==> src/rtl/uploader_map.vh <==
/*
  Constants for the serial image uploader: protocol bytes, memory
  addresses, serial timing and size limits.
  Assumes a 40 MHz system clock and Verilog-2005 includers.
*/
// Notes on behaviour
// - Serial and USB upload channels start only when boot search found nothing.
// - Debug serial link runs 115200 baud, eight data bits, no parity, one stop.
// - Device invites a transfer by sending character C, 0x43.
// - Block is SOH 01, number, complement, 128 data bytes, then check field.
// - Block number starts at 01, increments, wraps from FF to 00.
// - Byte after block number must be its ones' complement; receiver checks.
// - Two-byte CRC-16 over data closes each block; receiver checks it.
// - Image bytes from either channel stored sequentially from 0x0020_0000.
// - After image: reset peripherals and pins, disable interrupts, then remap.
// - After remap SRAM decodes at zero and ROM at 0x0010_0000.
// - Jump to zero fetched before remap, executed after it.
// - USB channel starts only once the 48 MHz USB clock runs.
// - USB upgrade goes enumeration, reconfiguration, transfer, manifestation in order.
// - After manifestation complete the host resets; device then runs new firmware.
// - Boot-memory pins driven about 6 ms before the uploader takes over.
`ifndef UPLOADER_MAP_VH
`define UPLOADER_MAP_VH
`define CLK_HZ 40000000
`define BAUD_RATE 115200
`define BIT_CYCLES (`CLK_HZ / `BAUD_RATE)
`define PIN_DRIVE_MS 6
`define PIN_DRIVE_CYCLES (`CLK_HZ / 1000 * `PIN_DRIVE_MS)
`define CHR_SOH 8'h01
`define CHR_EOT 8'h04
`define CHR_ACK 8'h06
`define CHR_NAK 8'h15
`define CHR_INVITE 8'h43
`define BLOCK_BYTES 128
`define FIRST_BLOCK 8'h01
`define CRC_POLY 16'h1021
`define CRC_INIT 16'h0000
`define SRAM_LOAD_BASE 32'h0020_0000
`define SRAM_REMAP_BASE 32'h0000_0000
`define ROM_REMAP_BASE 32'h0010_0000
`define SRAM_BYTES 16384
`define RESERVE_BYTES 4096
`endif

==> src/rtl/serial_image_uploader.v <==
/*
  Serial image uploader: receives an image over the debug serial port
  (CRC Xmodem) or as a byte stream from a USB firmware-upgrade engine,
  writes it to SRAM and then hands control to it via the remap sequence.
  Assumes the USB engine and SRAM sit outside; inputs are synchronous.
*/
`timescale 1ns/1ps
`include "uploader_map.vh"
`default_nettype none
module serial_image_uploader #(
  parameter integer BIT_CYCLES = `BIT_CYCLES,
  parameter integer PIN_DRIVE_CYCLES = `PIN_DRIVE_CYCLES,
  parameter integer SRAM_BYTES = `SRAM_BYTES
) (
  // Clock and reset
  input wire sys_clk_i,
  input wire rst_i,
  // Boot search result and clocks
  input wire boot_done_i,
  input wire boot_valid_i,
  input wire usb_clk_ok_i,
  // Debug serial port
  input wire rxd_i,
  output wire txd_o,
  // USB upgrade engine byte stream
  input wire [1:0] usb_phase_i,
  input wire usb_valid_i,
  input wire [7:0] usb_data_i,
  output wire usb_ready_o,
  input wire usb_last_i,
  output wire usb_manifest_done_o,
  input wire usb_host_reset_i,
  // SRAM write port
  output wire mem_we_o,
  output wire [31:0] mem_addr_o,
  output wire [7:0] mem_data_o,
  input wire mem_ready_i,
  // Status and hand-off
  output wire boot_pins_drive_o,
  output wire channels_on_o,
  output wire usb_on_o,
  output wire periph_reset_o,
  output wire irq_disable_o,
  output wire remap_o,
  output wire jump_zero_o,
  output wire too_big_o
);
  localparam [1:0] PH_TRANSFER = 2'd2;
  localparam [1:0] PH_MANIFEST = 2'd3;
  localparam [31:0] LIMIT = SRAM_BYTES - `RESERVE_BYTES;
  // Top control
  localparam [2:0] T_WAIT = 3'b000;
  localparam [2:0] T_PINS = 3'b001;
  localparam [2:0] T_RUN = 3'b010;
  localparam [2:0] T_RST = 3'b011;
  localparam [2:0] T_IRQ = 3'b100;
  localparam [2:0] T_JUMP = 3'b101;
  localparam [2:0] T_REMAP = 3'b110;
  localparam [2:0] T_DONE = 3'b111;
  reg [2:0] top_reg;
  reg [22:0] cnt_reg;
  // Hand-off flags stay set until reset
  reg periph_reg;
  reg irq_reg;
  reg remap_reg;
  reg jump_reg;
  reg big_reg;
  wire image_done;
  assign boot_pins_drive_o = (top_reg == T_PINS);
  assign channels_on_o = (top_reg == T_RUN);
  assign usb_on_o = channels_on_o && usb_clk_ok_i;
  assign periph_reset_o = periph_reg;
  assign irq_disable_o = irq_reg;
  assign remap_o = remap_reg;
  assign jump_zero_o = jump_reg;
  assign too_big_o = big_reg;
  always @(posedge sys_clk_i) begin
    if (rst_i) begin
      top_reg <= T_WAIT;
      cnt_reg <= 23'h000000;
      periph_reg <= 1'b0;
      irq_reg <= 1'b0;
      remap_reg <= 1'b0;
      jump_reg <= 1'b0;
    end else begin
      case (top_reg)
        T_WAIT: if (boot_done_i && !boot_valid_i) begin
          top_reg <= T_PINS;
          cnt_reg <= 23'h000000;
        end
        T_PINS: begin
          cnt_reg <= cnt_reg + 23'h000001;
          if (cnt_reg == PIN_DRIVE_CYCLES - 1) top_reg <= T_RUN;
        end
        T_RUN: if (image_done) top_reg <= T_RST;
        T_RST: begin
          periph_reg <= 1'b1;
          top_reg <= T_IRQ;
        end
        T_IRQ: begin
          irq_reg <= 1'b1;
          top_reg <= T_JUMP;
        end
        T_JUMP: begin
          jump_reg <= 1'b1;
          top_reg <= T_REMAP;
        end
        T_REMAP: begin
          remap_reg <= 1'b1;
          top_reg <= T_DONE;
        end
        T_DONE: top_reg <= T_DONE;
        default: top_reg <= T_WAIT;
      endcase
    end
  end

  // Serial receiver, 8N1
  reg [1:0] rx_st_reg;
  reg [9:0] rx_cnt_reg;
  reg [2:0] rx_bit_reg;
  reg [7:0] rx_sh_reg;
  reg rx_stb_reg;
  always @(posedge sys_clk_i) begin
    if (rst_i) begin
      rx_st_reg <= 2'd0;
      rx_cnt_reg <= 10'h000;
      rx_bit_reg <= 3'd0;
      rx_sh_reg <= 8'h00;
      rx_stb_reg <= 1'b0;
    end else begin
      rx_stb_reg <= 1'b0;
      case (rx_st_reg)
        2'd0: if (!rxd_i && channels_on_o) begin
          rx_st_reg <= 2'd1;
          rx_cnt_reg <= 10'h000;
        end
        2'd1: if (rx_cnt_reg == BIT_CYCLES / 2) begin
          rx_cnt_reg <= 10'h000;
          rx_bit_reg <= 3'd0;
          rx_st_reg <= rxd_i ? 2'd0 : 2'd2;
        end else rx_cnt_reg <= rx_cnt_reg + 10'h001;
        2'd2: if (rx_cnt_reg == BIT_CYCLES - 1) begin
          rx_cnt_reg <= 10'h000;
          rx_sh_reg <= {rxd_i, rx_sh_reg[7:1]};
          rx_bit_reg <= rx_bit_reg + 3'd1;
          if (rx_bit_reg == 3'd7) rx_st_reg <= 2'd3;
        end else rx_cnt_reg <= rx_cnt_reg + 10'h001;
        2'd3: if (rx_cnt_reg == BIT_CYCLES - 1) begin
          rx_st_reg <= 2'd0;
          rx_stb_reg <= rxd_i;
        end else rx_cnt_reg <= rx_cnt_reg + 10'h001;
        default: rx_st_reg <= 2'd0;
      endcase
    end
  end

  // Serial transmitter, 8N1
  reg [9:0] tx_cnt_reg;
  reg [3:0] tx_bit_reg;
  reg [9:0] tx_sh_reg;
  reg tx_busy_reg;
  reg tx_go;
  reg [7:0] tx_byte;
  assign txd_o = tx_busy_reg ? tx_sh_reg[0] : 1'b1;
  always @(posedge sys_clk_i) begin
    if (rst_i) begin
      tx_cnt_reg <= 10'h000;
      tx_bit_reg <= 4'h0;
      tx_sh_reg <= 10'h3FF;
      tx_busy_reg <= 1'b0;
    end else if (!tx_busy_reg) begin
      if (tx_go) begin
        tx_sh_reg <= {1'b1, tx_byte, 1'b0};
        tx_busy_reg <= 1'b1;
        tx_cnt_reg <= 10'h000;
        tx_bit_reg <= 4'h0;
      end
    end else if (tx_cnt_reg == BIT_CYCLES - 1) begin
      tx_cnt_reg <= 10'h000;
      tx_sh_reg <= {1'b1, tx_sh_reg[9:1]};
      tx_bit_reg <= tx_bit_reg + 4'h1;
      if (tx_bit_reg == 4'h9) tx_busy_reg <= 1'b0;
    end else tx_cnt_reg <= tx_cnt_reg + 10'h001;
  end

  // Xmodem block parser
  localparam [2:0] X_IDLE = 3'b000;
  localparam [2:0] X_NUM = 3'b001;
  localparam [2:0] X_CPL = 3'b010;
  localparam [2:0] X_DATA = 3'b011;
  localparam [2:0] X_CRCH = 3'b100;
  localparam [2:0] X_CRCL = 3'b101;
  localparam [2:0] X_END = 3'b110;
  reg [2:0] x_reg;
  reg [7:0] blk_reg;
  reg [7:0] num_reg;
  reg [7:0] crch_reg;
  reg [7:0] idx_reg;
  reg [15:0] crc_reg;
  reg cpl_ok_reg;
  reg x_done_reg;
  reg invite_reg;
  // Idle counter wraps after 2^24 cycles, so the invite repeats that rarely
  reg [23:0] idle_reg;
  reg [7:0] reply_reg;
  reg reply_pend_reg;
  reg [15:0] crc_next;
  integer i;
  always @* begin
    crc_next = crc_reg ^ {rx_sh_reg, 8'h00};
    for (i = 0; i < 8; i = i + 1) begin
      crc_next = crc_next[15] ? ((crc_next << 1) ^ `CRC_POLY) : (crc_next << 1);
    end
  end
  // Buffer toward SRAM: two entries
  reg [7:0] buf_d_reg [0:1];
  reg [1:0] buf_n_reg;
  reg buf_wp_reg, buf_rp_reg;
  wire buf_full = (buf_n_reg == 2'd2);
  wire x_push = (x_reg == X_DATA) && rx_stb_reg && !buf_full;
  wire x_busy = (x_reg != X_IDLE) && (x_reg != X_END);
  // USB stream locked out while a serial block is in flight
  wire from_usb = !x_busy && usb_phase_i == PH_TRANSFER;
  assign usb_ready_o = from_usb && !buf_full && usb_on_o;
  wire u_push = usb_valid_i && usb_ready_o;
  wire push = x_push || u_push;
  wire [7:0] push_d = x_push ? rx_sh_reg : usb_data_i;
  wire pop = (buf_n_reg != 2'd0) && mem_ready_i;
  reg [31:0] addr_reg;
  always @* begin
    tx_go = 1'b0;
    tx_byte = reply_reg;
    if (reply_pend_reg) tx_go = 1'b1;
    else if (invite_reg) begin
      tx_go = 1'b1;
      tx_byte = `CHR_INVITE;
    end
  end
  always @(posedge sys_clk_i) begin
    if (rst_i) begin
      x_reg <= X_IDLE;
      blk_reg <= `FIRST_BLOCK;
      num_reg <= 8'h00;
      crch_reg <= 8'h00;
      idx_reg <= 8'h00;
      crc_reg <= `CRC_INIT;
      cpl_ok_reg <= 1'b0;
      x_done_reg <= 1'b0;
      invite_reg <= 1'b0;
      idle_reg <= 24'h000000;
      reply_reg <= 8'h00;
      reply_pend_reg <= 1'b0;
    end else begin
      if (tx_go && !tx_busy_reg) begin
        reply_pend_reg <= 1'b0;
        invite_reg <= 1'b0;
      end
      if (x_reg == X_IDLE && channels_on_o && !x_done_reg && blk_reg == `FIRST_BLOCK
          && !tx_busy_reg && !reply_pend_reg) begin
        idle_reg <= idle_reg + 24'h000001;
        if (idle_reg == 24'h000000) invite_reg <= 1'b1;
      end
      if (rx_stb_reg) begin
        idle_reg <= 24'h000001;
        case (x_reg)
          X_IDLE: if (rx_sh_reg == `CHR_SOH) x_reg <= X_NUM;
            else if (rx_sh_reg == `CHR_EOT && blk_reg != `FIRST_BLOCK) begin
              reply_reg <= `CHR_ACK;
              reply_pend_reg <= 1'b1;
              x_done_reg <= 1'b1;
              x_reg <= X_END;
            end
          X_NUM: begin
            num_reg <= rx_sh_reg;
            x_reg <= X_CPL;
          end
          X_CPL: begin
            cpl_ok_reg <= (rx_sh_reg == ~num_reg) && (num_reg == blk_reg);
            idx_reg <= 8'h00;
            crc_reg <= `CRC_INIT;
            x_reg <= X_DATA;
          end
          X_DATA: if (!buf_full) begin
            crc_reg <= crc_next;
            idx_reg <= idx_reg + 8'h01;
            if (idx_reg == `BLOCK_BYTES - 1) x_reg <= X_CRCH;
          end
          X_CRCH: begin
            crch_reg <= rx_sh_reg;
            x_reg <= X_CRCL;
          end
          X_CRCL: begin
            x_reg <= X_IDLE;
            reply_pend_reg <= 1'b1;
            if (cpl_ok_reg && {crch_reg, rx_sh_reg} == crc_reg) begin
              reply_reg <= `CHR_ACK;
              blk_reg <= blk_reg + 8'h01;
            end else begin
              reply_reg <= `CHR_NAK;
            end
          end
          default: x_reg <= x_reg;
        endcase
      end
    end
  end
  // Rewind address on a rejected block if the buffer is empty at its last CRC byte, so a retransmission overwrites it
  reg [31:0] blk_addr_reg;
  reg usb_done_reg;
  always @(posedge sys_clk_i) begin
    if (rst_i) begin
      buf_n_reg <= 2'd0;
      buf_wp_reg <= 1'b0;
      buf_rp_reg <= 1'b0;
      addr_reg <= `SRAM_LOAD_BASE;
      blk_addr_reg <= `SRAM_LOAD_BASE;
      big_reg <= 1'b0;
      usb_done_reg <= 1'b0;
    end else begin
      if (push) begin
        buf_d_reg[buf_wp_reg] <= push_d;
        buf_wp_reg <= ~buf_wp_reg;
      end
      if (pop) begin
        buf_rp_reg <= ~buf_rp_reg;
        addr_reg <= addr_reg + 32'h0000_0001;
        if (addr_reg - `SRAM_LOAD_BASE >= LIMIT - 1) big_reg <= 1'b1;
      end
      buf_n_reg <= buf_n_reg + {1'b0, push} - {1'b0, pop};
      if (rx_stb_reg && x_reg == X_CRCL) begin
        if (cpl_ok_reg && {crch_reg, rx_sh_reg} == crc_reg)
          blk_addr_reg <= blk_addr_reg + `BLOCK_BYTES;
        // Two CRC byte times leave the buffer drained unless memory stalls
        else if (buf_n_reg == 2'd0) addr_reg <= blk_addr_reg;
      end
      if (u_push && usb_last_i) usb_done_reg <= 1'b1;
    end
  end
  assign mem_we_o = pop && !big_reg;
  assign mem_addr_o = addr_reg;
  assign mem_data_o = buf_d_reg[buf_rp_reg];
  // Manifestation reported once the last byte is in SRAM
  assign usb_manifest_done_o = usb_done_reg && buf_n_reg == 2'd0 &&
    usb_phase_i == PH_MANIFEST;
  assign image_done = buf_n_reg == 2'd0 && !tx_busy_reg && !reply_pend_reg &&
    (x_done_reg || (usb_manifest_done_o && usb_host_reset_i));
endmodule
`default_nettype wire

==> config.mk <==
export PLATFORM = sky130hd
export DESIGN_NAME = serial_image_uploader
export DESIGN_NICKNAME = d
export VERILOG_FILES = /design/src/rtl/serial_image_uploader.v
export VERILOG_INCLUDE_DIRS = /design/src /design/src/rtl
export SDC_FILE = /design/constraint.sdc
export NUM_CORES = 1
export LEC_CHECK = 0
export ABC_CLOCK_PERIOD_IN_PS = 3000
export BUFFER_PORTS_ARGS = -buffer_cell sky130_fd_sc_hd__clkbuf_2
export CORE_MARGIN = 4
export CORE_UTILIZATION = 61
export CTS_BUF_LIST = sky130_fd_sc_hd__clkbuf_16
export CTS_CLUSTER_SIZE = 10
export DETAILED_ROUTE_END_ITERATION = 8
export GPL_TIMING_DRIVEN = 0
export HOLD_SLACK_MARGIN = 0.1
export PLACE_DENSITY = 0.8
export SYNTH_ARGS = -nofsm -noshare
export SYNTH_HDL_FRONTEND = slang
export SYNTH_SLANG_ARGS = --single-unit
==> constraint.sdc <==
create_clock -name sys_clk_i -period 3 [get_ports sys_clk_i]
set_input_delay 0 -clock sys_clk_i [delete_from_list [all_inputs] [get_ports sys_clk_i]]
set_output_delay 0 -clock sys_clk_i [all_outputs]
set_load 0.1 [all_outputs]
# Word-level counts from Yosys, hierarchy flattened
# Memories as Yosys holds them, arrays and structs flattened. A register that Yosys moved wholly into a read port is not among the register bits.
# Index checks and enable logic that the tools add are counted.
[totals] romBits=0 ram_bits=16 memories=1 latchBits=0 input_bits=20 output_inout_bits=52 word_cells=266 register_bits=236
[classes] muxes=80 reduce_logical=73 n_bitwise=15 n_shift=0 div=0 mul=0 order_cmp=1 addsub=13 eq_ne=48
[memory_table] memory="buf_d_reg" depth=2 width=8 rd=1 rd_clocked_by_memory_dff=1 wr=1 line_no="serial_image_uploader.v:217" source="reg [7:0] buf_d_reg [0:1];"
[op_table] operator="$mux 32" n=4
[op_table] operator="$mux 13" n=8
[op_table] operator="$mux 10" n=10
[op_table] operator="$mux 8" n=6
[op_table] operator="$pmux 23 s2" n=1
[op_table] operator="$pmux 10 s4" n=1
[op_table] operator="$add 32x1->32 const B" n=1
[op_table] operator="$add 32x8->32 const B" n=1
[op_table] operator="$ge 32x14->1 const B" n=1
[op_table] operator="$pmux 16 s2" n=1
[op_table] operator="$pmux 8 s2" n=2
[op_table] operator="$sub 32x22->32 const B" n=1
[op_table] operator="$logic_and 1x1->1" n=29
[op_table] operator="$mux 3" n=9
[op_table] operator="$add 24x1->24 const B" n=1
[op_table] operator="$logic_not 24->1" n=1
[op_table] operator="$not 3->3" n=8
[op_table] operator="$add 23x1->23 const B" n=1
[op_table] operator="$eq 23x18->1 const B" n=1
[op_table] operator="$mux 23" n=1
[op_table] operator="$eq 3x3->1 const B" n=7
[op_table] operator="$mux 1" n=21
[op_table] operator="$pmux 3 s7" n=1
[op_table] operator="$add 10x1->10 const B" n=2
[op_table] operator="other kinds (46)" n=111

# Longest topological paths before layout
# Gate-level depths: netlist of the first run.
[logic_depth] depth_word=19 depth_mapped=10

# Worst setup path before layout of the first run
# Ideal clock, no wire load.
[synth_path] path_kind="flip-flop to flip-flop" startpoint="register x_reg[0]" endpoint="memory buf_d_reg[1][0], enable pin" slack_ps=-2726 arrival_ps=5341 synth_period_minus_slack_ps=5726 path_buffers=1 path_stages_with_launch=6 setup_ps=385 path_cell_list="dfxtp_1 -> clkbuf_1 -> or3b_2 -> nor4_1 -> a21oi_1 -> nor3b_1"
[synth_via] elab_chain_len=11 word_cells_on_any_way=15 classes_between="eq/ne: 2; mux: 3; reduce/logical: 10"
[synth_lines] item="start, declared" line_no="serial_image_uploader.v:195" source="reg [2:0] x_reg;"
[synth_lines] item="start signal, assigned" line_no="serial_image_uploader.v:303" source="default: x_reg <= x_reg;"
[synth_lines] item="$ne 3x3->1 or $reduce_bool 3->1 (tied branches)" line_no="serial_image_uploader.v:222" source="wire x_busy = (x_reg != X_IDLE) && (x_reg != X_END);"
[synth_lines] item="$logic_and 1x1->1 (*)" line_no="serial_image_uploader.v:222"
[synth_lines] item="$logic_not 1->1 (*)" line_no="serial_image_uploader.v:224" source="wire from_usb = !x_busy && usb_phase_i == PH_TRANSFER;"
[synth_lines] item="$logic_and 1x1->1 (*)" line_no="serial_image_uploader.v:224"
[synth_lines] item="$logic_and 1x1->1 (*) (2 in series)" line_no="serial_image_uploader.v:225" source="assign usb_ready_o = from_usb && !buf_full && usb_on_o;"
[synth_lines] item="net usb_ready_o" line_no="serial_image_uploader.v:29" source="output wire usb_ready_o,"
[synth_lines] item="$logic_and 1x1->1 (*)" line_no="serial_image_uploader.v:226" source="wire u_push = usb_valid_i && usb_ready_o;"
[synth_lines] item="$logic_or 1x1->1 (*)" line_no="serial_image_uploader.v:227" source="wire push = x_push || u_push;"
[synth_lines] item="$mux 1 (*)" line_no="serial_image_uploader.v:321" source="if (push) begin"
[synth_lines] item="$mux 1 (*)" line_no="serial_image_uploader.v:312" source="if (rst_i) begin"
[synth_lines] item="$mux 1 (not written as such) (*)" line_no="serial_image_uploader.v:322" source="buf_d_reg[buf_wp_reg] <= push_d;"
[synth_lines] item="end, declared" line_no="serial_image_uploader.v:217"
# The timed path passes the listed nets; every way through them passes the cells marked *.

# Final worst setup path of the first run
[layout_path] startpoint="register blk_reg[0]" endpoint="register idle_reg[23]"
[layout_via] elab_chain_len=4
[layout_lines] item="start, declared" line_no="serial_image_uploader.v:196" source="reg [7:0] blk_reg;"
[layout_lines] item="start signal, assigned" line_no="serial_image_uploader.v:243" source="blk_reg <= `FIRST_BLOCK;"
[layout_lines] item="start signal, assigned" line_no="serial_image_uploader.v:298" source="blk_reg <= blk_reg + 8'h01;"
[layout_lines] item="$eq 8x1->1 (no source line)"
[layout_lines] item="$logic_and 1x1->1 (no source line)"
[layout_lines] item="$logic_and 1x1->1 (2 in series)" line_no="serial_image_uploader.v:259" source="if (x_reg == X_IDLE && channels_on_o && !x_done_reg && blk_reg == `FIRST_BLOCK"
[layout_lines] item="end signal, assigned" line_no="serial_image_uploader.v:261" source="idle_reg <= idle_reg + 24'h000001;"
[layout_lines] item="end, declared" line_no="serial_image_uploader.v:205" source="reg [23:0] idle_reg;"
# Every way passes these cells.
# A chain may end at the register's enable or synchronous reset.

==> results of run 1 <==
-- kinds of logic (layout without fill, tap and decap cells) --
kind of cell             after synthesis  count (layout)
AO/OA/AOI/OAI                        314             314
AND/OR/NAND/NOR                      609             609
other                                  0               1
XOR/XNOR                              92              92
multiplexers                          43              43
buffers and inverters                135             254
flip-flops                           240             240
adder cells (fa/ha/maj)               21              21
-- cell usage after synthesis, drive strengths merged, types with 23 or more instances --
library cell,number,area share
nor2,113,0.034
a211oi,40,0.024
and3,25,0.013
xnor2,46,0.033
nand4,40,0.022
a21oi,96,0.039
xor2,46,0.033
nor4,41,0.022
nand2,145,0.044
clkbuf,88,0.027
nand3,57,0.024
nor3,37,0.015
mux2,23,0.021
dfxtp,224,0.36
inv,38,0.012
o21ai,39,0.016
or2,23,0.012
-- metrics by stage --
step | worst slack, ns | power (mW)
final | 0.1217 | 7.451
after global routing | 0.004160 | 7.703
after CTS | 0.008443 | 7.469
after detailed placement | -0.2037 | 4.546
after global placement | -0.1529 | 4.527
after floorplan | -0.2487 | 4.280
-- layer usage --
| layer | up-vias | part of all wire | global-route usage |
|---|---|---|---|
| met3 | 87 | 0.063 | 0.03974 |
| met1 | 5494 | 0.43 | 0.3815 |
| met4 | 0 | 0.029 | 0.08509 |
| li1 | 5549 | - | - |
| met2 | 401 | 0.48 | 0.4940 |
| met5 | - | 0 | 0 |
-- final timing paths --
check | from | end | cells past startpoint
hold / removal | rxd_i | rx_stb_reg | 4
hold reg to reg | tx_sh_reg[5] | tx_sh_reg[5] | 2
setup reg to reg | blk_reg[0] | idle_reg[23] | 6
setup / recovery | blk_reg[0] | idle_reg[23] | 6
-- repair_timing --
action | 4_1_cts | 5_1_grt
hold buffers | 16 | 0
gates resized for setup | 3 | 4
buffers inserted | 0 | 0
endpoints found under the setup margin | 39 | 33
hold endpoints to repair | 26 | 0
pin swaps | 0 | 1
-- critical path, stage by stage, from the launching register on --
cell,delay [ns]
sky130_fd_sc_hd__dfxtp_1,0.48
sky130_fd_sc_hd__ha_1,0.20
sky130_fd_sc_hd__or4b_4,0.47
sky130_fd_sc_hd__nor2_1,0.49
sky130_fd_sc_hd__nand4_1,0.40
sky130_fd_sc_hd__or4_1,0.61
sky130_fd_sc_hd__a21oi_1,0.14
-- power by group --
group          total (mW)  internal [mW]  switching (mW)
clock                2.94           1.65            1.29
sequential           3.38           3.31          0.0660
combinational        1.14          0.296           0.844
-- cell type report --
cell class,count,area [µm²]
Inverter,39,146.4
Antenna cell,1,2.502
Multi-Input combinational cell,1079,6912
Clock buffer,28,700.7
Clock inverter,11,53.80
Tap cell,265,331.6
Buffer,90,361.6
Sequential cell,240,4967
Timing Repair Buffer,86,510.5
Fill cell,1583,5668
==> metrics.txt, run 1 <==
Layout Nets=1605; antenna-violating nets left=0; power density over the cells=532.8 nW/µm²; class of the worst hold path=in -> reg; number of global-route vias before repair=10760; period utilization=0.9594; number of failing setup endpoints in the final timing report=0; outcome=finished, final reports clean; slew margin rel.=0.1707; maximum number of pins on one net before global-route repair=15; largest vdd supply drop=0.0004907 V; GRT Residual Overflow=0; adder-cell share of the synthesized area=0.02132; post-synth net total=1495; die boundary width=150.1 µm; post-synthesis sequential area ratio=0.4029; endpoint type of the worst setup path=register; total CTS buffers=28; flip-flop cell with the highest count after synthesis=sky130_fd_sc_hd__dfxtp_1; number of flip-flops in the largest register=32; Fin. Hold Viols=0; Simple-Gate Fraction of Synth Area=0.2606; number of synthesized flops with an enable pin=16; clock network latency to the later pin of the worst-skew pair=0.55 ns; Initial Util=0.6270; 1st-iter DRT viols=943; Placed Cells=1789; slew at the pin closest to its max-slew limit=1.233 ns; total of warnings raised by yosys=0; number of storage elements in the synthesis netlist=240; via count=11530; number of iterations in the first detailed-routing pass=9; WP data arrival=3.35 ns; type of element launching the critical path=register; I/O pins=72; count of clock tree sinks=240; number of max-slew violations in the final report=0; placed wire-length estimate after detailed placement=23000 µm; final routed DRC violation total=0; critical path type=reg -> reg; maximum fanout count along the critical path=7; xor/xnor share of the synthesized area=0.06539; worst hold slack=0.2848 ns; most frequent standard cell in the layout excluding fill and tap cells=sky130_fd_sc_hd__dfxtp_1; Post-Layout Inst Area=13990 µm²; total global-route track usage=0.2886; compound-gate portion of the synthesized area=0.1704; leakage power total=4.892 nW; achievable clock frequency=347.4 MHz; share of post-route cells with drive strength above 1=0.1125; worst-case register-to-register setup slack=0.12 ns; Bufs on Longest Clock Path=3; master cell of the clock root buffer=sky130_fd_sc_hd__clkbuf_16; die extent in y=150.1 µm; Area Growth Syn to Fin=13.49%; number of levels the H-tree was split into=1; CTS tree=yes; Worst Path Required=3.47 ns; post-CTS clock slew at the launch and capture registers of the worst setup and hold paths=0.06 ns; final WL=33340 µm; number of antenna violations at the first check in global routing=0; share of synthesized area spent on multiplexers=0.03726; setup repair after global routing missed its margin=no; setup TNS=0 ns; summed instance area of the synthesized netlist=12320 µm²; Core Util, Final=0.7116; detail-routed net length per standard cell=18.13 µm; commonest cells after routing, fill and taps aside=sky130_fd_sc_hd__dfxtp_1 (222), sky130_fd_sc_hd__nand2_1 (145), sky130_fd_sc_hd__nor2_1 (113), sky130_fd_sc_hd__a21oi_1 (94), sky130_fd_sc_hd__clkbuf_1 (79); largest family of logic cells by synthesized area=simple AND/OR/NAND/NOR gates; gpl congestion=0.8889; fin crit period=2.878 ns; Mean Syn Cell Area=8.475 µm²; core footprint=19650 µm²; Final Skew=0.01535 ns; number of buffer cells added on primary ports=70; fin cells=1839; cell count after synthesis=1454; Post-synth ARST share=0; Avg Vias per Cell=6.270; number of maximum-capacitance violations=0; site row count=51; global-route wire length before repair=53790 µm; Total Die Area=22540 µm²; number of distinct library cell variants in the gate-level netlist after synthesis=70; placed instance area=13060 µm²
(Power assumes the default switching activity.)
==> run 2: changes to the inputs <==
==> constraint.sdc (replaced) <==
create_clock -name sys_clk_i -period 3 [get_ports sys_clk_i]
set_input_delay 0.3 -clock sys_clk_i [delete_from_list [all_inputs] [get_ports sys_clk_i]]
set_output_delay 0.3 -clock sys_clk_i [all_outputs]
set_load 0.1 [all_outputs]
==> run 2 against run 1 <==
Compared with the run above:
- the run now ends with design-rule violations left
- combinational power barely moved
- total power hardly changed
- setup slack better by 0.011 ns
- clock skew about the same
==> metrics.txt, run 2 (same netlist as run 1, synthesis figures left out) <==
Worst Path Required=3.47 ns; number of max-slew violations in the final report=0; Bufs on Longest Clock Path=3; maximum single-stage delay on the critical path=0.61 ns; number of stages on the worst hold path=4; achievable clock frequency=348.8 MHz; number of buffer cells added on primary ports=70; count of clock tree sinks=240; routed length on met3=2126 µm; share of post-route cells with drive strength above 1=0.1133; most frequent standard cell in the layout excluding fill and tap cells=sky130_fd_sc_hd__dfxtp_1; die boundary width=150.1 µm; startpoint of the most critical hold path=usb_valid_i; CP top delay family=simple AND/OR/NAND/NOR gates; total global-route track usage=0.2888; critical path's slowest cell=sky130_fd_sc_hd__or4_1; number of iterations in the first detailed-routing pass=9; number of global-route vias before repair=10740; slew margin rel.=0.1759; global-route wire length before repair=53820 µm; core footprint=19650 µm²; Layout Nets=1603; Final Skew=0.01564 ns; antenna-violating nets left=0; site row count=51; Placed Cells=1789; number of levels the H-tree was split into=1; number of maximum-capacitance violations=0; number of antenna violations at the first check in global routing=0; master cell of the clock root buffer=sky130_fd_sc_hd__clkbuf_16; number of failing setup endpoints in the final timing report=0; CTS tree=yes; Core Util, Final=0.7103; WP data arrival=3.33 ns; placement-stage worst setup slack=-0.2037 ns; amount of wire on met2 after detailed routing=15940 µm; post-CTS setup buffers=0; fin crit period=2.867 ns; Worst Path Buf+Inv=0; filler instances=1590; class of the worst hold path=in -> reg; Fin. Hold Viols=0; fin cells=1837; commonest cells after routing, fill and taps aside=sky130_fd_sc_hd__dfxtp_1 (222), sky130_fd_sc_hd__nand2_1 (145), sky130_fd_sc_hd__nor2_1 (113), sky130_fd_sc_hd__a21oi_1 (94), sky130_fd_sc_hd__clkbuf_1 (80); Total Die Area=22540 µm²; Reg2Reg Depth=6; gpl congestion=0.8889; setup repair after global routing missed its margin=no; terminating pin of the worst hold path=buf_wp_reg; critical register-to-register path endpoint=idle_reg[23]; placed instance area=13060 µm²; leakage power total=4.883 nW; detail-routed net length per standard cell=18.20 µm; CP Cell Sequence=ha_1 -> or4b_4 -> nor2_1 -> nand4_1 -> or4_1 -> a21oi_1; min setup slack post-route=0.1328 ns; highest metal layer used by the detailed router=met4; power density over the cells=533.8 nW/µm²; 1st-iter DRT viols=924; worst hold slack=0.2590 ns; period utilization=0.9557; Avg Vias per Cell=6.288; via count=11550; total CTS buffers=28; I/O pins=72; largest vdd supply drop=0.0004872 V; GRT Residual Overflow=0; final WL=33430 µm; slew at the pin closest to its max-slew limit=1.225 ns; clock network latency to the later pin of the worst-skew pair=0.55 ns; maximum number of pins on one net before global-route repair=15; Initial Util=0.6270; worst-case register-to-register setup slack=0.13 ns; Area Growth Syn to Fin=13.29%; maximum fanout count along the critical path=7; type of element launching the critical path=register; critical path type=reg -> reg; outcome=finished, violations left; violated checks=design-rule violations; number of flip-flops in the largest register=32; Critical R2R Launch=blk_reg[0]; placed wire-length estimate after detailed placement=23000 µm; final routed DRC violation total=1; Post-Layout Inst Area=13960 µm²; die extent in y=150.1 µm; post-CTS clock slew at the launch and capture registers of the worst setup and hold paths=0.06 ns; detailed-routing wirelength on met1=14320 µm; endpoint type of the worst setup path=register
-- run 2: power by group --
part	switching [mW]	total, mW	internal [mW]
combinational	0.846	1.14	0.290
sequential	0.0671	3.38	3.31
clock	1.29	2.94	1.65
total	2.20	7.45	5.25
-- run 2: worst max path at each step --
| stage | depth (start not counted) | startpoint | endpoint | slack (ns) |
|---|---|---|---|---|
| floorplan | 10 | x_reg[0] | buf_n_reg[1] | -0.25 |
| global placement | 7 | rx_sh_reg[4] | blk_reg[5] | -0.15 |
| detailed placement | 7 | rx_sh_reg[4] | blk_addr_reg[30] | -0.20 |
| CTS | 9 | rx_sh_reg[1] | mem_addr_o[27] | 0.008 |
| global route | 10 | x_reg[1] | buf_n_reg[1] | 0.03 |
| finish | 6 | blk_reg[0] | idle_reg[23] | 0.13 |
-- run 2: worst reg2reg max path, stage by stage, from the launching register on --
cell	delay, ns
sky130_fd_sc_hd__dfxtp_1	0.48
sky130_fd_sc_hd__ha_1	0.21
sky130_fd_sc_hd__or4b_4	0.47
sky130_fd_sc_hd__nor2_1	0.49
sky130_fd_sc_hd__nand4_1	0.40
sky130_fd_sc_hd__or4_1	0.61
sky130_fd_sc_hd__a21oi_1	0.14
-- run 2: final cells by class --
| cell class | instances | area (µm²) | area share |
|---|---|---|---|
| flip-flops and latches | 240 | 4967 | 0.3558 |
| clock inverters | 11 | 53.80 | 0.003854 |
| plain buffers | 91 | 366.6 | 0.02626 |
| multi-input cells | 1079 | 6912 | 0.4951 |
| repair buffers | 83 | 480.5 | 0.03441 |
| well taps | 265 | 331.6 | 0.02375 |
| diodes | 1 | 2.502 | 0.0001792 |
| inverters | 39 | 146.4 | 0.01049 |
| clock buffers | 28 | 700.7 | 0.05019 |
-- run 2: per-layer routing --
metal  vias to the layer above  global-route usage
met1                      5498              0.3831
met4                         0             0.08920
li1                       5552                   -
met5                         -                   0
met2                       407              0.4918
met3                        94             0.03883
-- run 2: what timing repair did --
action,4_1_cts,5_1_grt
hold buffers,13,0
pin swaps,0,1
setup endpoints to repair,39,33
gates cloned,0,0
resized for setup,3,5
hold endpoints to repair,21,0
-- run 2: per-stage QoR --
step | total power [mW] | TNS, ns
floorplan | 4.280 | -1.270
global placement | 4.527 | -3.115
detailed placement | 4.546 | -4.746
CTS | 7.462 | 0
global route | 7.694 | 0
finish | 7.452 | 0
